### src/stcp_pkg.sv
// Package of register offsets, field positions and codes for the timer
// What this block does
// RULE1: Counter readable as low byte, high byte bits 1:0
// RULE2: High-byte bits 7 to 2 read zero
// RULE3: Compare-A value read/write as two bytes, resets zero
// RULE4: Four modes chosen by two-bit mode field; capture mode 01 is not built and only counts, clearing on P match
// RULE5: Mode 00 is compare-match output mode
// RULE6: Clear-select low: clear on P match or overflow
// RULE7: Clear-select high: clear on A match, no P flag
// RULE8: Software never sets compare-A zero in compare mode
// RULE9: Compare mode pin changes only on A match
// RULE10: Pin action high, low or toggle on A match
// RULE11: Initial pin level from initial-level bit at start
// RULE12: Counter-on rising edge restores pin initial state
// RULE13: Mode 11 counts like compare, pin not driven
// RULE14: Software sets mode 10 and pin action 10 for PWM
// RULE15: PWM uses one compare for period, other duty
// RULE16: Swap bit zero: compare-P match clears counter
// RULE17: PWM sets A flag and P flag on matches
// RULE18: PWM active level, force levels, invert bit
// RULE19: PWM counting continues while output is forced
// RULE20: Period comparator clear starts a new PWM period
// RULE21: Pin action 00 none, 01 low, 10 high, 11 toggle
// RULE22: Compare-P matches counter bits 9:7, zero means overflow
// RULE23: Counter-on rise zeroes counter, fall holds count
// RULE24: Swap bit selects which compare sets period
// RULE25: Counter increments per tick, wraps 1023 to zero
package stcp_pkg;
    localparam int CNT_W = 10;
    localparam int CP_W  = 3;
    // Byte addresses of the APB registers
    localparam logic [7:0] ADDR_CNT_LO  = 8'h00;
    localparam logic [7:0] ADDR_CNT_HI  = 8'h04;
    localparam logic [7:0] ADDR_CMPA_LO = 8'h08;
    localparam logic [7:0] ADDR_CMPA_HI = 8'h0c;
    localparam logic [7:0] ADDR_CTRL0   = 8'h10;
    localparam logic [7:0] ADDR_CTRL1   = 8'h14;
    localparam logic [7:0] ADDR_FLAGS   = 8'h18;
    // Control zero fields
    localparam int C0_ON  = 3;
    localparam int C0_CP  = 0;
    // Control one fields
    localparam int C1_MODE = 6;
    localparam int C1_PA   = 4;
    localparam int C1_OC   = 3;
    localparam int C1_INV  = 2;
    localparam int C1_SWAP = 1;
    localparam int C1_CCLR = 0;
    // Flag bits
    localparam int FL_A = 0;
    localparam int FL_P = 1;
    localparam logic [7:0] CTRL_RESET = 8'h00;
    localparam logic [9:0] CNT_ONE    = 10'h001;
    localparam logic [9:0] CNT_ZERO   = 10'h000;
    localparam logic [2:0] CP_ZERO    = 3'h0;
    localparam logic [9:0] CNT_MAX    = 10'h3ff;
    typedef enum logic [1:0] {
        STCP_MODE_CMP, STCP_MODE_CAP, STCP_MODE_PWM, STCP_MODE_TMR
    } stcp_mode_e;
    typedef enum logic [1:0] {
        STCP_PA_NONE, STCP_PA_LOW, STCP_PA_HIGH, STCP_PA_TOGGLE
    } stcp_pa_e;
endpackage : stcp_pkg

### src/stcp_apb_regs.sv
// APB slave holding the control, compare-A and flag registers
`timescale 1ns/1ns
module stcp_apb_regs
    import stcp_pkg::*;
(
    // Clock and reset
    input  wire logic                 sys_clk,
    input  wire logic                 reset,
    // APB
    input  wire logic                 psel,
    input  wire logic                 penable,
    input  wire logic                 pwrite,
    input  wire logic [7:0]           paddr,
    input  wire logic [31:0]          pwdata,
    output logic      [31:0]          prdata,
    output logic                      pready,
    output logic                      pslverr,
    // Timer state seen by software
    input  wire logic [stcp_pkg::CNT_W-1:0] count_value,
    input  wire logic                 set_flag_a,
    input  wire logic                 set_flag_p,
    // Settings to the timer core
    output logic      [7:0]           ctrl0,
    output logic      [7:0]           ctrl1,
    output logic      [stcp_pkg::CNT_W-1:0] cmpa
);
    import stcp_pkg::*;

    typedef struct packed {
        logic [7:0]       ctrl0;
        logic [7:0]       ctrl1;
        logic [CNT_W-1:0] cmpa;
        logic             fa;
        logic             fp;
        logic [31:0]      rdata;
    } stcp_regs_s;

    stcp_regs_s st_reg;
    stcp_regs_s st_next;
    logic       wr;

    assign wr = psel && penable && pwrite;

    // Decode, write and flag update; a hardware set beats a software clear
    always_comb begin
        st_next = st_reg;
        if (wr) begin
            if (paddr == ADDR_CMPA_LO) begin
                st_next.cmpa[7:0] = pwdata[7:0];  // [RULE3]
            end else if (paddr == ADDR_CMPA_HI) begin
                st_next.cmpa[9:8] = pwdata[1:0];  // [RULE3]
            end else if (paddr == ADDR_CTRL0) begin
                st_next.ctrl0 = pwdata[7:0];
            end else if (paddr == ADDR_CTRL1) begin
                st_next.ctrl1 = pwdata[7:0];
            end else if (paddr == ADDR_FLAGS) begin
                // Write one to clear
                if (pwdata[FL_A]) st_next.fa = 1'b0;
                if (pwdata[FL_P]) st_next.fp = 1'b0;
            end
            // Counter bytes are read-only, so writes there are dropped
        end
        if (set_flag_a) st_next.fa = 1'b1;
        if (set_flag_p) st_next.fp = 1'b1;
        // Read data captured one cycle before the access edge
        st_next.rdata = 32'h0000_0000;
        if (psel && !penable && !pwrite) begin
            if (paddr == ADDR_CNT_LO) begin
                st_next.rdata[7:0] = count_value[7:0];  // [RULE1]
            end else if (paddr == ADDR_CNT_HI) begin
                st_next.rdata[1:0] = count_value[9:8];  // [RULE1] [RULE2]
            end else if (paddr == ADDR_CMPA_LO) begin
                st_next.rdata[7:0] = st_reg.cmpa[7:0];
            end else if (paddr == ADDR_CMPA_HI) begin
                st_next.rdata[1:0] = st_reg.cmpa[9:8];  // [RULE2]
            end else if (paddr == ADDR_CTRL0) begin
                st_next.rdata[7:0] = st_reg.ctrl0;
            end else if (paddr == ADDR_CTRL1) begin
                st_next.rdata[7:0] = st_reg.ctrl1;
            end else if (paddr == ADDR_FLAGS) begin
                st_next.rdata[FL_A] = st_reg.fa;
                st_next.rdata[FL_P] = st_reg.fp;
            end else begin
                st_next.rdata = 32'h0000_0000;
            end
        end
    end

    // State register
    always_ff @(posedge sys_clk) begin
        if (reset) begin
            st_reg <= '0;
        end else begin
            st_reg <= st_next;
        end
    end

    assign pready  = 1'b1;
    assign prdata  = st_reg.rdata;
    assign pslverr = psel && penable &&
        !(paddr == ADDR_CNT_LO || paddr == ADDR_CNT_HI ||
          paddr == ADDR_CMPA_LO || paddr == ADDR_CMPA_HI ||
          paddr == ADDR_CTRL0 || paddr == ADDR_CTRL1 ||
          paddr == ADDR_FLAGS);
    assign ctrl0   = st_reg.ctrl0;
    assign ctrl1   = st_reg.ctrl1;
    assign cmpa    = st_reg.cmpa;
endmodule : stcp_apb_regs

### src/stcp_pin_sync.sv
// Three-stage synchroniser for the external timer clock tick
`timescale 1ns/1ns
module stcp_pin_sync
(
    // Clock and reset
    input  wire logic sys_clk,
    input  wire logic reset,
    // Asynchronous input and its settled rising edge
    input  wire logic pin_in,
    output logic      rise
);
    typedef struct packed {
        logic s1;
        logic s2;
        logic s3;
        logic lvl;
        logic rise;
    } stcp_sync_s;

    stcp_sync_s st_reg;
    stcp_sync_s st_next;

    // A change counts only once stages two and three agree
    always_comb begin
        st_next      = st_reg;
        st_next.s1   = pin_in;
        st_next.s2   = st_reg.s1;
        st_next.s3   = st_reg.s2;
        st_next.rise = 1'b0;
        if (st_reg.s2 == st_reg.s3 && st_reg.s3 != st_reg.lvl) begin
            st_next.lvl  = st_reg.s3;
            st_next.rise = st_reg.s3;
        end
    end

    always_ff @(posedge sys_clk) begin
        if (reset) begin
            st_reg <= '0;
        end else begin
            st_reg <= st_next;
        end
    end

    assign rise = st_reg.rise;
endmodule : stcp_pin_sync

### src/stcp_timer.sv
// Ten-bit standard timer with compare, timer/counter and PWM modes
//
// The APB slave port and the placing of the registers were left to the implementer.
`timescale 1ns/1ns
module stcp_timer
    import stcp_pkg::*;
(
    // Clock and reset
    input  wire logic        sys_clk,
    input  wire logic        reset,
    // APB slave
    input  wire logic        psel,
    input  wire logic        penable,
    input  wire logic        pwrite,
    input  wire logic [7:0]  paddr,
    input  wire logic [31:0] pwdata,
    output logic      [31:0] prdata,
    output logic             pready,
    output logic             pslverr,
    // Selected timer clock, asynchronous
    input  wire logic        timer_tick,
    // Timer output pin
    output logic             timer_output_pin,
    output logic             timer_output_pin_oe,
    // Match flags as pulses for observation
    output logic             match_a_flag,
    output logic             match_p_flag
);
    import stcp_pkg::*;

    typedef struct packed {
        logic [CNT_W-1:0] cnt;
        logic             on_d;
        logic             pin;
        logic             ev_a;
        logic             ev_p;
        logic             out;
        logic             oe;
    } stcp_core_s;

    stcp_core_s       st_reg;
    stcp_core_s       st_next;
    logic [7:0]       ctrl0;
    logic [7:0]       ctrl1;
    logic [CNT_W-1:0] cmpa;
    logic             tick;
    logic             counter_on;
    logic [1:0]       mode_sel;
    logic [1:0]       pin_act;
    logic             out_init;
    logic             out_inv;
    logic             swap;
    logic             clr_sel;
    logic [CP_W-1:0]  cmpp;
    logic [CNT_W-1:0] nxt;
    logic             hit_a;
    logic             hit_p;
    logic             wrap;
    logic             clr;
    logic             fa;
    logic             fp;
    logic             duty_act;
    logic [CNT_W-1:0] per_end;

    // Compare-P match: top three bits against the three-bit value
    function automatic logic p_match(input logic [CNT_W-1:0] c,
                                     input logic [CP_W-1:0] p);
        p_match = (p != CP_ZERO) &&
                  (c[CNT_W-1:CNT_W-CP_W] == p);  // [RULE22]
    endfunction : p_match

    stcp_apb_regs u_regs (
        .sys_clk     (sys_clk),
        .reset       (reset),
        .psel        (psel),
        .penable     (penable),
        .pwrite      (pwrite),
        .paddr       (paddr),
        .pwdata      (pwdata),
        .prdata      (prdata),
        .pready      (pready),
        .pslverr     (pslverr),
        .count_value (st_reg.cnt),
        .set_flag_a  (st_reg.ev_a),
        .set_flag_p  (st_reg.ev_p),
        .ctrl0       (ctrl0),
        .ctrl1       (ctrl1),
        .cmpa        (cmpa)
    );

    stcp_pin_sync u_tick (
        .sys_clk (sys_clk),
        .reset   (reset),
        .pin_in  (timer_tick),
        .rise    (tick)
    );

    // Field extraction from the two control registers
    assign counter_on = ctrl0[C0_ON];
    assign cmpp       = ctrl0[C0_CP+:CP_W];
    assign mode_sel   = ctrl1[C1_MODE+:2];  // [RULE4]
    assign pin_act    = ctrl1[C1_PA+:2];
    assign out_init   = ctrl1[C1_OC];
    assign out_inv    = ctrl1[C1_INV];
    assign swap       = ctrl1[C1_SWAP];
    assign clr_sel    = ctrl1[C1_CCLR];

    // Match detection on the count reached at this tick
    assign nxt   = st_reg.cnt + CNT_ONE;  // [RULE25]
    assign hit_a = (nxt == cmpa);
    assign hit_p = p_match(nxt, cmpp);
    assign wrap  = (st_reg.cnt == CNT_MAX);

    // Clearing and flag choice per mode
    always_comb begin
        clr = 1'b0;
        fa  = 1'b0;
        fp  = 1'b0;
        case (mode_sel)
            STCP_MODE_PWM: begin
                // Clear-select ignored here; swap picks the period source
                fa = hit_a;  // [RULE17]
                fp = hit_p || (cmpp == CP_ZERO && wrap);  // [RULE17]
                clr = swap ? hit_a : hit_p;  // [RULE15] [RULE16] [RULE24]
            end
            STCP_MODE_CMP, STCP_MODE_TMR: begin
                // Timer/counter counts and flags just as compare mode
                if (clr_sel) begin
                    fa  = hit_a;  // [RULE7]
                    clr = hit_a;  // [RULE7]
                end else begin
                    fa  = hit_a;  // [RULE6]
                    fp  = hit_p || (cmpp == CP_ZERO && wrap);  // [RULE6]
                    clr = hit_p;  // [RULE5] [RULE6] [RULE13]
                end
            end
            default: begin
                // Capture mode is not built; the counter clears on P match and sets no flags
                clr = hit_p;
            end
        endcase
    end

    // PWM duty is active while the count is below the duty compare
    always_comb begin
        per_end  = {cmpp, 7'h00};
        duty_act = swap ? (st_reg.cnt < per_end || cmpp == CP_ZERO)
                        : (st_reg.cnt < cmpa);  // [RULE24]
    end

    // Counter, pin state and events
    always_comb begin
        st_next      = st_reg;
        st_next.on_d = counter_on;
        st_next.ev_a = 1'b0;
        st_next.ev_p = 1'b0;
        if (counter_on && !st_reg.on_d) begin
            // Restart: zero count, restore initial pin level
            st_next.cnt = CNT_ZERO;  // [RULE23]
            st_next.pin = out_init;  // [RULE11] [RULE12]
        end else if (counter_on && tick) begin
            // Period comparator clear begins a new PWM period
            st_next.cnt  = clr ? CNT_ZERO : nxt;  // [RULE20] [RULE25]
            st_next.ev_a = fa;
            st_next.ev_p = fp;
            // Pin moves on A match only; P matches never touch it
            if (mode_sel == STCP_MODE_CMP && fa) begin  // [RULE9]
                case (pin_act)
                    STCP_PA_LOW:    st_next.pin = 1'b0;  // [RULE10] [RULE21]
                    STCP_PA_HIGH:   st_next.pin = 1'b1;  // [RULE10] [RULE21]
                    STCP_PA_TOGGLE: st_next.pin = !st_reg.pin;  // [RULE21]
                    default:        st_next.pin = st_reg.pin;  // [RULE10]
                endcase
            end
        end
        // Output stage; counter off holds residual count (RULE23 hold)
        case (mode_sel)
            STCP_MODE_CMP: begin
                st_next.out = st_next.pin ^ out_inv;
                st_next.oe  = 1'b1;
            end
            STCP_MODE_PWM: begin
                // Forced levels keep counting running underneath
                case (pin_act)
                    STCP_PA_NONE:
                        st_next.out = (!out_init) ^ out_inv;  // [RULE19]
                    STCP_PA_LOW:
                        st_next.out = out_init ^ out_inv;  // [RULE19]
                    default:
                        st_next.out = (duty_act ? out_init : !out_init)
                                      ^ out_inv;  // [RULE18]
                endcase
                st_next.oe = 1'b1;
            end
            default: begin
                // Pin left free for its other functions
                st_next.out = 1'b0;  // [RULE13]
                st_next.oe  = 1'b0;  // [RULE13]
            end
        endcase
    end

    always_ff @(posedge sys_clk) begin
        if (reset) begin
            st_reg <= '0;
        end else begin
            st_reg <= st_next;
        end
    end

    assign timer_output_pin    = st_reg.out;
    assign timer_output_pin_oe = st_reg.oe;
    assign match_a_flag        = st_reg.ev_a;
    assign match_p_flag        = st_reg.ev_p;
endmodule : stcp_timer

### config.mk
export PLATFORM = sky130hd
export DESIGN_NAME = stcp_timer
export DESIGN_NICKNAME = d
export VERILOG_FILES = /design/src/stcp_pkg.sv /design/src/stcp_apb_regs.sv /design/src/stcp_pin_sync.sv /design/src/stcp_timer.sv
export SDC_FILE = /design/constraint.sdc
export NUM_CORES = 1
export LEC_CHECK = 0
export BUFFER_PORTS_ARGS = -buffer_cell sky130_fd_sc_hd__buf_2
export CAP_MARGIN = 20
export CORE_MARGIN = 2
export CORE_UTILIZATION = 30
export DETAILED_ROUTE_END_ITERATION = 10
export HOLD_SLACK_MARGIN = 0.02
export SLEW_MARGIN = 40
export SYNTH_ARGS = -nofsm -noshare
export SYNTH_HDL_FRONTEND = slang
export SYNTH_HIERARCHICAL = 1
export SYNTH_SLANG_ARGS = --single-unit
export TNS_END_PERCENT = 5
### constraint.sdc
create_clock -name sys_clk -period 3.2 [get_ports sys_clk]
set_input_delay 0 -clock sys_clk [delete_from_list [all_inputs] [get_ports sys_clk]]
set_output_delay 0 -clock sys_clk [all_outputs]
set_load 0.01 [all_outputs]
## Word level (Yosys, flattened, before mapping)

Index checks and enable logic that the tools add are counted.

| cells by class | value |
|---|---|
| add/subtract/negate cells | 1 |
| magnitude comparators | 2 |
| equality and inequality tests | 24 |
| muxes and demuxes | 42 |
| bitwise gates (word level) | 10 |
| reduce and logical (&&, ||, !) cells | 49 |

Operators with widths:

| kind | number |
|---|---|
| 2-to-1 mux 30 bit | 7 |
| 2-to-1 mux 8 bit | 5 |
| == test 8 x 5 -> 1 bit, second input constant | 3 |
| less-than comparator 10 bit | 2 |
| 2-to-1 mux 2 bit | 9 |
| == test 8 x 4 -> 1 bit, second input constant | 2 |
| != test 2 bit, second input constant | 8 |
| AND reduction 7 bit | 2 |
| 2-to-1 mux 1 bit | 12 |
| 2-to-1 mux 6 bit | 2 |
| nonzero test 2 bit | 6 |
| logical AND 1 bit | 11 |
| adder 10 x 1 -> 10 bit, second input constant | 1 |
| == test 10 bit | 1 |
| == test 10 bit, second input constant | 1 |
| 2-to-1 mux 10 bit | 1 |
| == test 2 bit, second input constant | 4 |
| == test 8 x 3 -> 1 bit, second input constant | 1 |
| zero test 8 bit | 1 |
| logical OR 1 bit | 8 |
| OR reduction 2 bit | 4 |
| OR reduction 8 bit | 1 |
| zero test 1 bit | 6 |
| inverter 1 bit | 6 |
| 17 further kinds | 24 |

| word-level totals | value |
|---|---|
| register bits after elaboration | 81 |

## Logic depth before layout (Yosys ltp)

Gate-level depths: netlist of the first run.

| logic depth | value |
|---|---|
| word-level depth | 15 |
| mapped depth | 11 |

## Modules after synthesis

The synthesis of the first run kept the hierarchy.

Modules (own cells, without submodules):

| module | instances | cells an instance | area an instance (um^2) |
|---|---|---|---|
| stcp_apb_regs | 1 | 225 | 2060.7 |
| stcp_timer | 1 | 229 | 1715.4 |
| stcp_pin_sync | 1 | 12 | 150.1 |

## Worst setup path after synthesis of the first run

OpenSTA, ideal clock, no wires.

| timing path | value |
|---|---|
| path type | reg2reg |
| start | register st_reg[7] (netlist name) |
| end | register st_reg[4] (netlist name) |
| setup time | 91 ps |
| arrival time | 2476 ps |
| data required time | 3109 ps |
| setup slack | 633 ps |
| stages on the path, launching flop included | 10 |
| path buffers | 1 |
| clock period less this slack | 2567 ps |
| path through | dfxtp_1 -> ha_1 -> buf_2 -> nand2_1 -> nor3_2 -> o221ai_2 -> a2111oi_4 -> nand4_2 -> or4_1 -> a311oi_1 |

| on the way | value |
|---|---|
| cells in the longest elaborated chain, start to end | 7 |

Ends and longest elaborated chain:

| element | RTL line | source |
|---|---|---|
| start: declaration | stcp_timer.sv:41 | `stcp_core_s st_reg;` |
| start signal: assignment | stcp_timer.sv:207 | `st_reg <= st_next;` |
| adder 10 x 1 -> 10 bit | stcp_timer.sv:109 | `assign nxt = st_reg.cnt + CNT_ONE;` |
| == test 10 bit | stcp_timer.sv:110 | `assign hit_a = (nxt == cmpa);` |
| 2-to-1 mux 1 bit | n/a |  |
| logical AND 1 bit | stcp_timer.sv:167 | `if (mode_sel == STCP_MODE_CMP && fa) begin` |
| 2-to-1 mux 1 bit | stcp_timer.sv:167 |  |
| 2-to-1 mux 3 bit | stcp_timer.sv:161 | `end else if (counter_on && tick) begin` |
| 2-to-1 mux 1 bit | stcp_timer.sv:157 | `if (counter_on && !st_reg.on_d) begin` |

Every way passes these cells.
A chain may end at the register's enable or synchronous reset.

## Worst setup path in the final report of the first run

| timing path | value |
|---|---|
| start | register st_reg[11] (netlist name) |
| end | register st_reg[4] (netlist name) |

The elaborated chain is that of the path after synthesis.

==> results of run 1 <==
worst min-delay path by stage:
| stage | to | cells past startpoint |
|---|---|---|
| after detailed placement | u_tick/st_next[3] | 2 |
| after global routing | u_regs/prdata[1] | 4 |
| after CTS | u_regs/prdata[1] | 4 |
| after floorplan | u_tick/st_reg[2] | 1 |
| after global placement | u_tick/st_next[3] | 2 |
| final | u_regs/prdata[1] | 4 |
layer usage:
| metal | global-route usage (%) | up-vias |
|---|---|---|
| met5 | 0 | - |
| met4 | 6.024 | 0 |
| li1 | - | 1587 |
| met1 | 17.19 | 1556 |
| met2 | 22.78 | 121 |
| met3 | 2.326 | 15 |
critical path, cell delays in order (launching register included):
cell	delay (ns)
dfxtp_1	0.55
nand3_2	0.21
or3_4	0.44
xnor2_1	0.17
a2111oi_4	0.42
nand4_2	0.21
or4_1	0.53
a311oi_1	0.27
layout make-up:
cell class / count / share of cell area, %
flip-flops and latches: 57 / 26.44
well taps: 172 / 4.987
inverters: 19 / 1.653
repair buffers: 52 / 7.596
clock inverters: 6 / 1.334
multi-input cells: 334 / 52.45
clock buffers: 10 / 5.538
timing repair:
action                                 in CTS  in global routing
hold buffers                                9                  0
endpoints found under the hold margin      27                  0
setup buffers                               0                  0
power groups by stage:
stage / clock (W) / combinational, W / sequential (W)
global route: 0.000998 / 0.0000938 / 0.000713
CTS: 0.000964 / 0.0000855 / 0.000714
floorplan: 0 / 0.0000708 / 0.000729
detailed placement: 0 / 0.0000768 / 0.000729
finish: 0.000946 / 0.0000859 / 0.000714
global placement: 0 / 0.0000766 / 0.000729
through the flow:
| stage | hold WS (ns) | cell area (um^2) |
|---|---|---|
| floorplan | 0.06678 | 3983 |
| global placement | 0.2119 | 3929 |
| detailed placement | 0.2192 | 3929 |
| CTS | 0.05362 | 4315 |
| global route | 0.1093 | 4315 |
| finish | 0.06587 | 4315 |
==> summary.txt, run 1 <==
clk sink count = 57
crit path time final = 2.886 ns
total global routing overflow = 0
first-pass GRT wire length = 15420 um
Worst Setup End Kind = flop
Leakage = 1.674 nW
initial antenna violation count = 0
Switch Pwr = 0.0003862 W
Final Hold Viols = 0
Core ar. = 12670 um^2
Syn Area/Cell = 8.433 um^2
gpl congestion = 0.8573
worst slew pin tran = 0.8189 ns
register area = 1141 um^2
Clock Skew = 0.005160 ns
Syn Inst Count = 462
drt wl/cell = 14.57 um
PnR worst setup slack = 0.3137 ns
worst vdd ir = 329.8 uV
vias per cell = 5.045
routed vias = 3279
post-layout power = 0.001746 W
multi-input logic area = 2263 um^2
final wirelength = 9473 um
largest net degree at the start of global routing = 39
RSZ-0062 raised after global routing = no
crit start category = flop
R2R cell count = 7
pre-CTS setup slack = 0.3577 ns
setup TNS = 0 ns
latest clock arrival within the worst-skew pair = 0.33 ns
yosys warns = 6
Ports = 84
met3 WL = 435 um
Post-Syn Area = 3896 um^2
number of placement rows = 41
fmax = 0.3465 GHz
FILL cells = 1292
detailed-router iteration count before antenna repair = 5
wl on met1 = 4325 um
Logic pwr share = 4.9%
Final setup viols = 0
Initial DRC Count = 184
Setup crit start = st_reg[11]
post-CTS sizing = 0
Die H = 118.0 um
initial core utilization = 30.75%
Port Buffers = 34
Internal = 0.001360 W
Max Slew Vio Count = 0
worst reg2reg endpoint = st_reg[4]
Critical Path RT = 3.44 ns
commonest non-fill, non-tap cell in the layout = dfxtp_1
CTS tree = done
share of layout cells above drive strength 1 = 15.90%
area delta synth->final = 10.76%
fin cells = 650
crit path kind = flop to flop
Root Driver = clkbuf_16
status = finished, final reports clean
max reg flops = 12
Final HPWL DP = 7076 um
Total GRT Usage = 13.64%
Die X = 118.0 um
arrival time at the worst endpoint = 3.13 ns
post-layout util = 34.06%
period utilisation layout = 90.20%
most frequent cells in the layout = dfxtp_1, nor2_1, mux2i_1
Routed Antenna Nets = 0
CTS buffer count = 9
HP Start = paddr[0]
nets = 535
H-Tree Depth = 3
n_diodes = 0
Sw Share = 22.12%
top routing layer used = met4
CP Max Fanout = 10
Rel. slew slack = 45.00%
die area = 13910 um^2
placed cell count = 625
worst hold path class = input pin to flop
RR Startpoint = st_reg[11]
Clk pwr share = 54.2%
vias in the first global route = 3099
MaxCap Viol Count = 0
clock slew at reported path FFs = 0.05 ns
worst setup path end = st_reg[4]
Residual DRC = 0
worst reg2reg setup slack = 0.31 ns
CTS Buffer Depth = 2
Seq pwr share = 40.9%
PwrDens = 404.6 nW/um^2
wire length on met2 = 4506 um
No activity file was read; power rests on OpenSTA's default activity.
==> run 2, diff against run 1 <==
--- a/config.mk
+++ b/config.mk
@@ -11,4 +11,6 @@
 export CORE_UTILIZATION = 30
+export CTS_CLUSTER_DIAMETER = 60
 export DETAILED_ROUTE_END_ITERATION = 10
 export HOLD_SLACK_MARGIN = 0.02
+export PLACE_DENSITY = 0.46
 export SLEW_MARGIN = 40
==> constraint.sdc (replaced) <==
create_clock -name sys_clk -period 3.2 [get_ports sys_clk]
set_input_delay 0.32 -clock sys_clk [delete_from_list [all_inputs] [get_ports sys_clk]]
set_output_delay 0.32 -clock sys_clk [all_outputs]
set_load 0.01 [all_outputs]
==> summary.txt, run 2 (synthesis results as in run 1) <==
status = finished, final reports clean
hold_buf cts = 0
CTS buffer count = 9
Clock Skew = 0.006054 ns
MaxCap Viol Count = 0
Worst Setup End Kind = flop
placed cell count = 630
post-CTS sizing = 0
worst reg2reg setup slack = 0.28 ns
commonest non-fill, non-tap cell in the layout = dfxtp_1
clk sink count = 57
pre-CTS setup slack = 0.3320 ns
largest net degree at the start of global routing = 38
fmax = 0.3425 GHz
initial antenna violation count = 0
Critical Path Slowest Stage Cell = dfxtp_1
CTS tree = done
Final setup viols = 0
drt wl/cell = 15.41 um
worst reg2reg endpoint = st_reg[9]
gpl congestion = 0.8264
crit-path cells = nand3_2 -> buf_4 -> or4_1 -> nor2_1 -> and4bb_1 -> nand4_2 -> o22ai_1 -> buf_4 -> nor2_1 -> a22o_1
routed vias = 3198
Max Slew Vio Count = 0
hold-critical path depth = 2
n_diodes = 0
Die X = 118.0 um
fin cells = 646
R2R cell count = 10
RSZ-0062 raised after global routing = no
PwrDens = 444.6 nW/um^2
first-pass GRT wire length = 16220 um
setup TNS = 0 ns
area delta synth->final = 10.92%
die area = 13910 um^2
share of layout cells above drive strength 1 = 16.88%
crit start category = flop
final wirelength = 9957 um
Hold Path Sink = u_tick/st_next[3]
Final Hold Viols = 0
Core ar. = 12670 um^2
Rel. slew slack = 52.81%
initial core utilization = 30.75%
CTS Buffer Depth = 2
Initial DRC Count = 142
worst slew pin tran = 0.7019 ns
arrival time at the worst endpoint = 3.19 ns
detailed-router iteration count before antenna repair = 4
vias in the first global route = 3104
PnR worst setup slack = 0.2802 ns
worst vdd ir = 300.9 uV
post-layout power = 0.001922 W
H-Tree Depth = 3
clock slew at reported path FFs = 0.05 ns
Ports = 84
nets = 531
most frequent cells in the layout = dfxtp_1, nor2_1, mux2i_1
total global routing overflow = 0
crit path time final = 2.920 ns
Routed Antenna Nets = 0
Port Buffers = 34
period utilisation layout = 91.24%
Die H = 118.0 um
max reg flops = 12
Leakage = 1.687 nW
Critical Path RT = 3.47 ns
Total GRT Usage = 14.69%
HP Start = timer_tick
number of placement rows = 41
worst hold path class = input pin to flop
max incr delay on CP = 0.61 ns
vias per cell = 4.950
RR Startpoint = st_reg[11]
crit path kind = flop to flop
latest clock arrival within the worst-skew pair = 0.33 ns
postcts setup bufs = 0
CP Max Fanout = 11
Residual DRC = 0
Final HPWL DP = 7547 um
Root Driver = clkbuf_16
[run 2: how the worst max path moves through the flow]
stage          slack [ns]       start         to  cells past startpoint
3_3_place_gp         0.33  st_reg[11]  st_reg[9]                     10
5_1_grt              0.06  st_reg[11]  st_reg[9]                     10
4_1_cts              0.32  st_reg[11]  st_reg[9]                     10
3_5_place_dp         0.33  st_reg[11]  st_reg[9]                     10
2_1_floorplan        0.63   st_reg[7]  st_reg[4]                      9
6_report             0.28  st_reg[11]  st_reg[9]                     10
[run 2: report_power, final]
part	switching [W]	internal [W]	leakage [nW]	total (W)
registers	0.000000969	0.000713	0.460	0.000714
clock network	0.000325	0.000803	0.173	0.00113
logic	0.0000557	0.0000229	1.05	0.0000786
total	0.000382	0.00154	1.69	0.00192
[run 2: layout make-up]
class,count,area [um^2]
clock buffers,12,256.5
clock inverters,4,98.84
fillers,1340,8349
inverters,19,71.32
multi-input cells,334,2263
flip-flops and latches,57,1141
well taps,172,215.2
repair buffers,48,275.3
[run 2: worst max-delay path: cells and delay by family, from the launching register on]
family / cells / cell delay [ns]
compound gates: 2 / 0.29
buf+inv: 2 / 0.40
flops: 1 / 0.61
simple gates: 6 / 1.55
[run 2: layer usage]
layer | share of wire [%] | vias up | track usage [%]
met3 | 3.6 | 10 | 2.762
li1 | - | 1583 | -
met2 | 48 | 70 | 24.93
met1 | 47 | 1535 | 18.62
met4 | 1.3 | 0 | 5.045
met5 | 0 | - | 0
[run 2: metrics by stage]
step           area [um^2]  utilization (%)  hold slack (ns)
4_1_cts               4322            34.11           0.1899
6_report              4322            34.11           0.2018
3_5_place_dp          3966            31.30           0.4291
5_1_grt               4322            34.11           0.1898
2_1_floorplan         3983                -           0.3868
3_3_place_gp          3959            31.24           0.4173
==> run 3, diff against run 2 <==
- CORE_UTILIZATION: 30 -> 40
- PLACE_DENSITY: 0.46 -> 0.59
==> summary.txt, run 3 (synthesis results as in run 1) <==
hold_buf cts = 0
period utilisation layout = 88.95%
GR met1 Demand/Resource = 25.71%
worst hold path class = input pin to flop
latest clock arrival within the worst-skew pair = 0.35 ns
die area = 10550 um^2
Logic pwr share = 5.2%
n_diodes = 0
final wirelength = 9309 um
Die H = 102.7 um
CTS buffer count = 9
Final HPWL DP = 6881 um
Clock Skew = 0.007932 ns
Sw Share = 24.98%
Critical Path RT = 3.49 ns
grt met3 use = 4.407%
crit start category = flop
PwrDens = 364.1 nW/um^2
fmax = 0.3513 GHz
Die X = 102.7 um
CTS Buffer Depth = 2
Leakage = 1.583 nW
Switch Pwr = 0.0003715 W
Core ar. = 9594 um^2
post-layout power = 0.001487 W
area delta synth->final = 4.817%
largest net degree at the start of global routing = 38
Clk pwr share = 46.8%
nets = 526
Max Slew Vio Count = 0
vias in the first global route = 2897
worst slew pin tran = 0.8705 ns
Internal = 0.001116 W
clk sink count = 57
GR peak layer = met2
gpl congestion = 0.9573
Worst Setup End Kind = flop
routed vias = 3154
H-Tree Depth = 3
share of layout cells above drive strength 1 = 16.20%
status = finished, final reports clean
MaxCap Viol Count = 0
setup TNS = 0 ns
RSZ-0062 raised after global routing = no
FILL cells = 974
Initial DRC Count = 185
number of placement rows = 36
Final Instance Area = 4084 um^2
detailed-router iteration count before antenna repair = 5
arrival time at the worst endpoint = 3.14 ns
crit path time final = 2.846 ns
Final Hold Viols = 0
commonest non-fill, non-tap cell in the layout = dfxtp_1
met2 Track Usage GR = 29.26%
initial core utilization = 40.61%
postcts setup bufs = 0
Total GRT Usage = 18.98%
max reg flops = 12
Ports = 84
first-pass GRT wire length = 15210 um
Routed Antenna Nets = 0
Rel. slew slack = 41.53%
worst vdd ir = 317.2 uV
CTS tree = done
Cell Area, Placed = 3880 um^2
CP Max Fanout = 11
most frequent cells in the layout = dfxtp_1, nor2_1, mux2i_1
crit path kind = flop to flop
Seq pwr share = 47.9%
Final setup viols = 0
Root Driver = clkbuf_8
Residual DRC = 0
post-CTS sizing = 0
initial antenna violation count = 0
Port Buffers = 34
drt wl/cell = 15.46 um
clock slew at reported path FFs = 0.07 ns
vias per cell = 5.239
total global routing overflow = 0
## run 3: cell count changes in the layout (fill, tap and decap cells not counted), sizes merged
cell | before | now
buf | 48 | 43
clkinvlp | 0 | 3
bufinv | 3 | 1
clkbuf | 12 | 10
inv | 19 | 20
## run 3: worst paths after layout
check,slack [ns],cells after the start,start,end
min reg2reg,0.44,1,u_tick/st_next[3],u_tick/st_next[2]
max,0.35,10,st_reg[11],st_reg[9]
max reg2reg,0.35,10,st_reg[11],st_reg[9]
min,0.18,2,timer_tick,u_tick/st_next[3]
## run 3: cell type report
| cell class | instances | area (um^2) | area share [%] |
|---|---|---|---|
| Clock buffer | 10 | 137.6 | 3.370 |
| Clock inverter | 6 | 66.31 | 1.624 |
| Inverter | 19 | 71.32 | 1.746 |
| Multi-Input combinational cell | 334 | 2263 | 55.42 |
| Sequential cell | 57 | 1141 | 27.94 |
| Tap cell | 133 | 166.4 | 4.075 |
| Timing Repair Buffer | 43 | 237.7 | 5.821 |
## run 3: through the flow
stage | cells | worst slack [ns] | hold WS [ns] | utilization [%]
2_1_floorplan | 485 | 0.6333 | 0.3868 | -
3_3_place_gp | 586 | 0.4018 | 0.4161 | 40.44
3_5_place_dp | 586 | 0.4251 | 0.4247 | 40.44
4_1_cts | 602 | 0.3682 | 0.1825 | 42.57
5_1_grt | 602 | 0.1951 | 0.1899 | 42.57
6_report | 602 | 0.3536 | 0.1835 | 42.57
## run 3: routing by layer
metal	vias to the layer above	part of all wire (%)
li1	1574	-
met1	1493	47
met2	77	47
met3	10	4.7
met4	0	1.6
met5	-	0
## run 3: worst max-delay path, cell delays in order (launching register included)
cell and delay, ns:
dfxtp_1 0.56, nand3_2 0.14, buf_4 0.19, or4_1 0.59, nor2_1 0.15, and4bb_1 0.22, nand4_2 0.16, o22ai_1 0.09
buf_4 0.20, nor2_1 0.29, a22o_1 0.20
## run 3: power by group through the flow
stage,Combinational (W),Clock [W],Sequential [W]
3_5_place_dp,0.0000774,0,0.000729
2_1_floorplan,0.0000708,0,0.000729
4_1_cts,0.0000775,0.000708,0.000712
5_1_grt,0.0000875,0.000748,0.000712
3_3_place_gp,0.0000762,0,0.000729
6_report,0.0000780,0.000697,0.000712
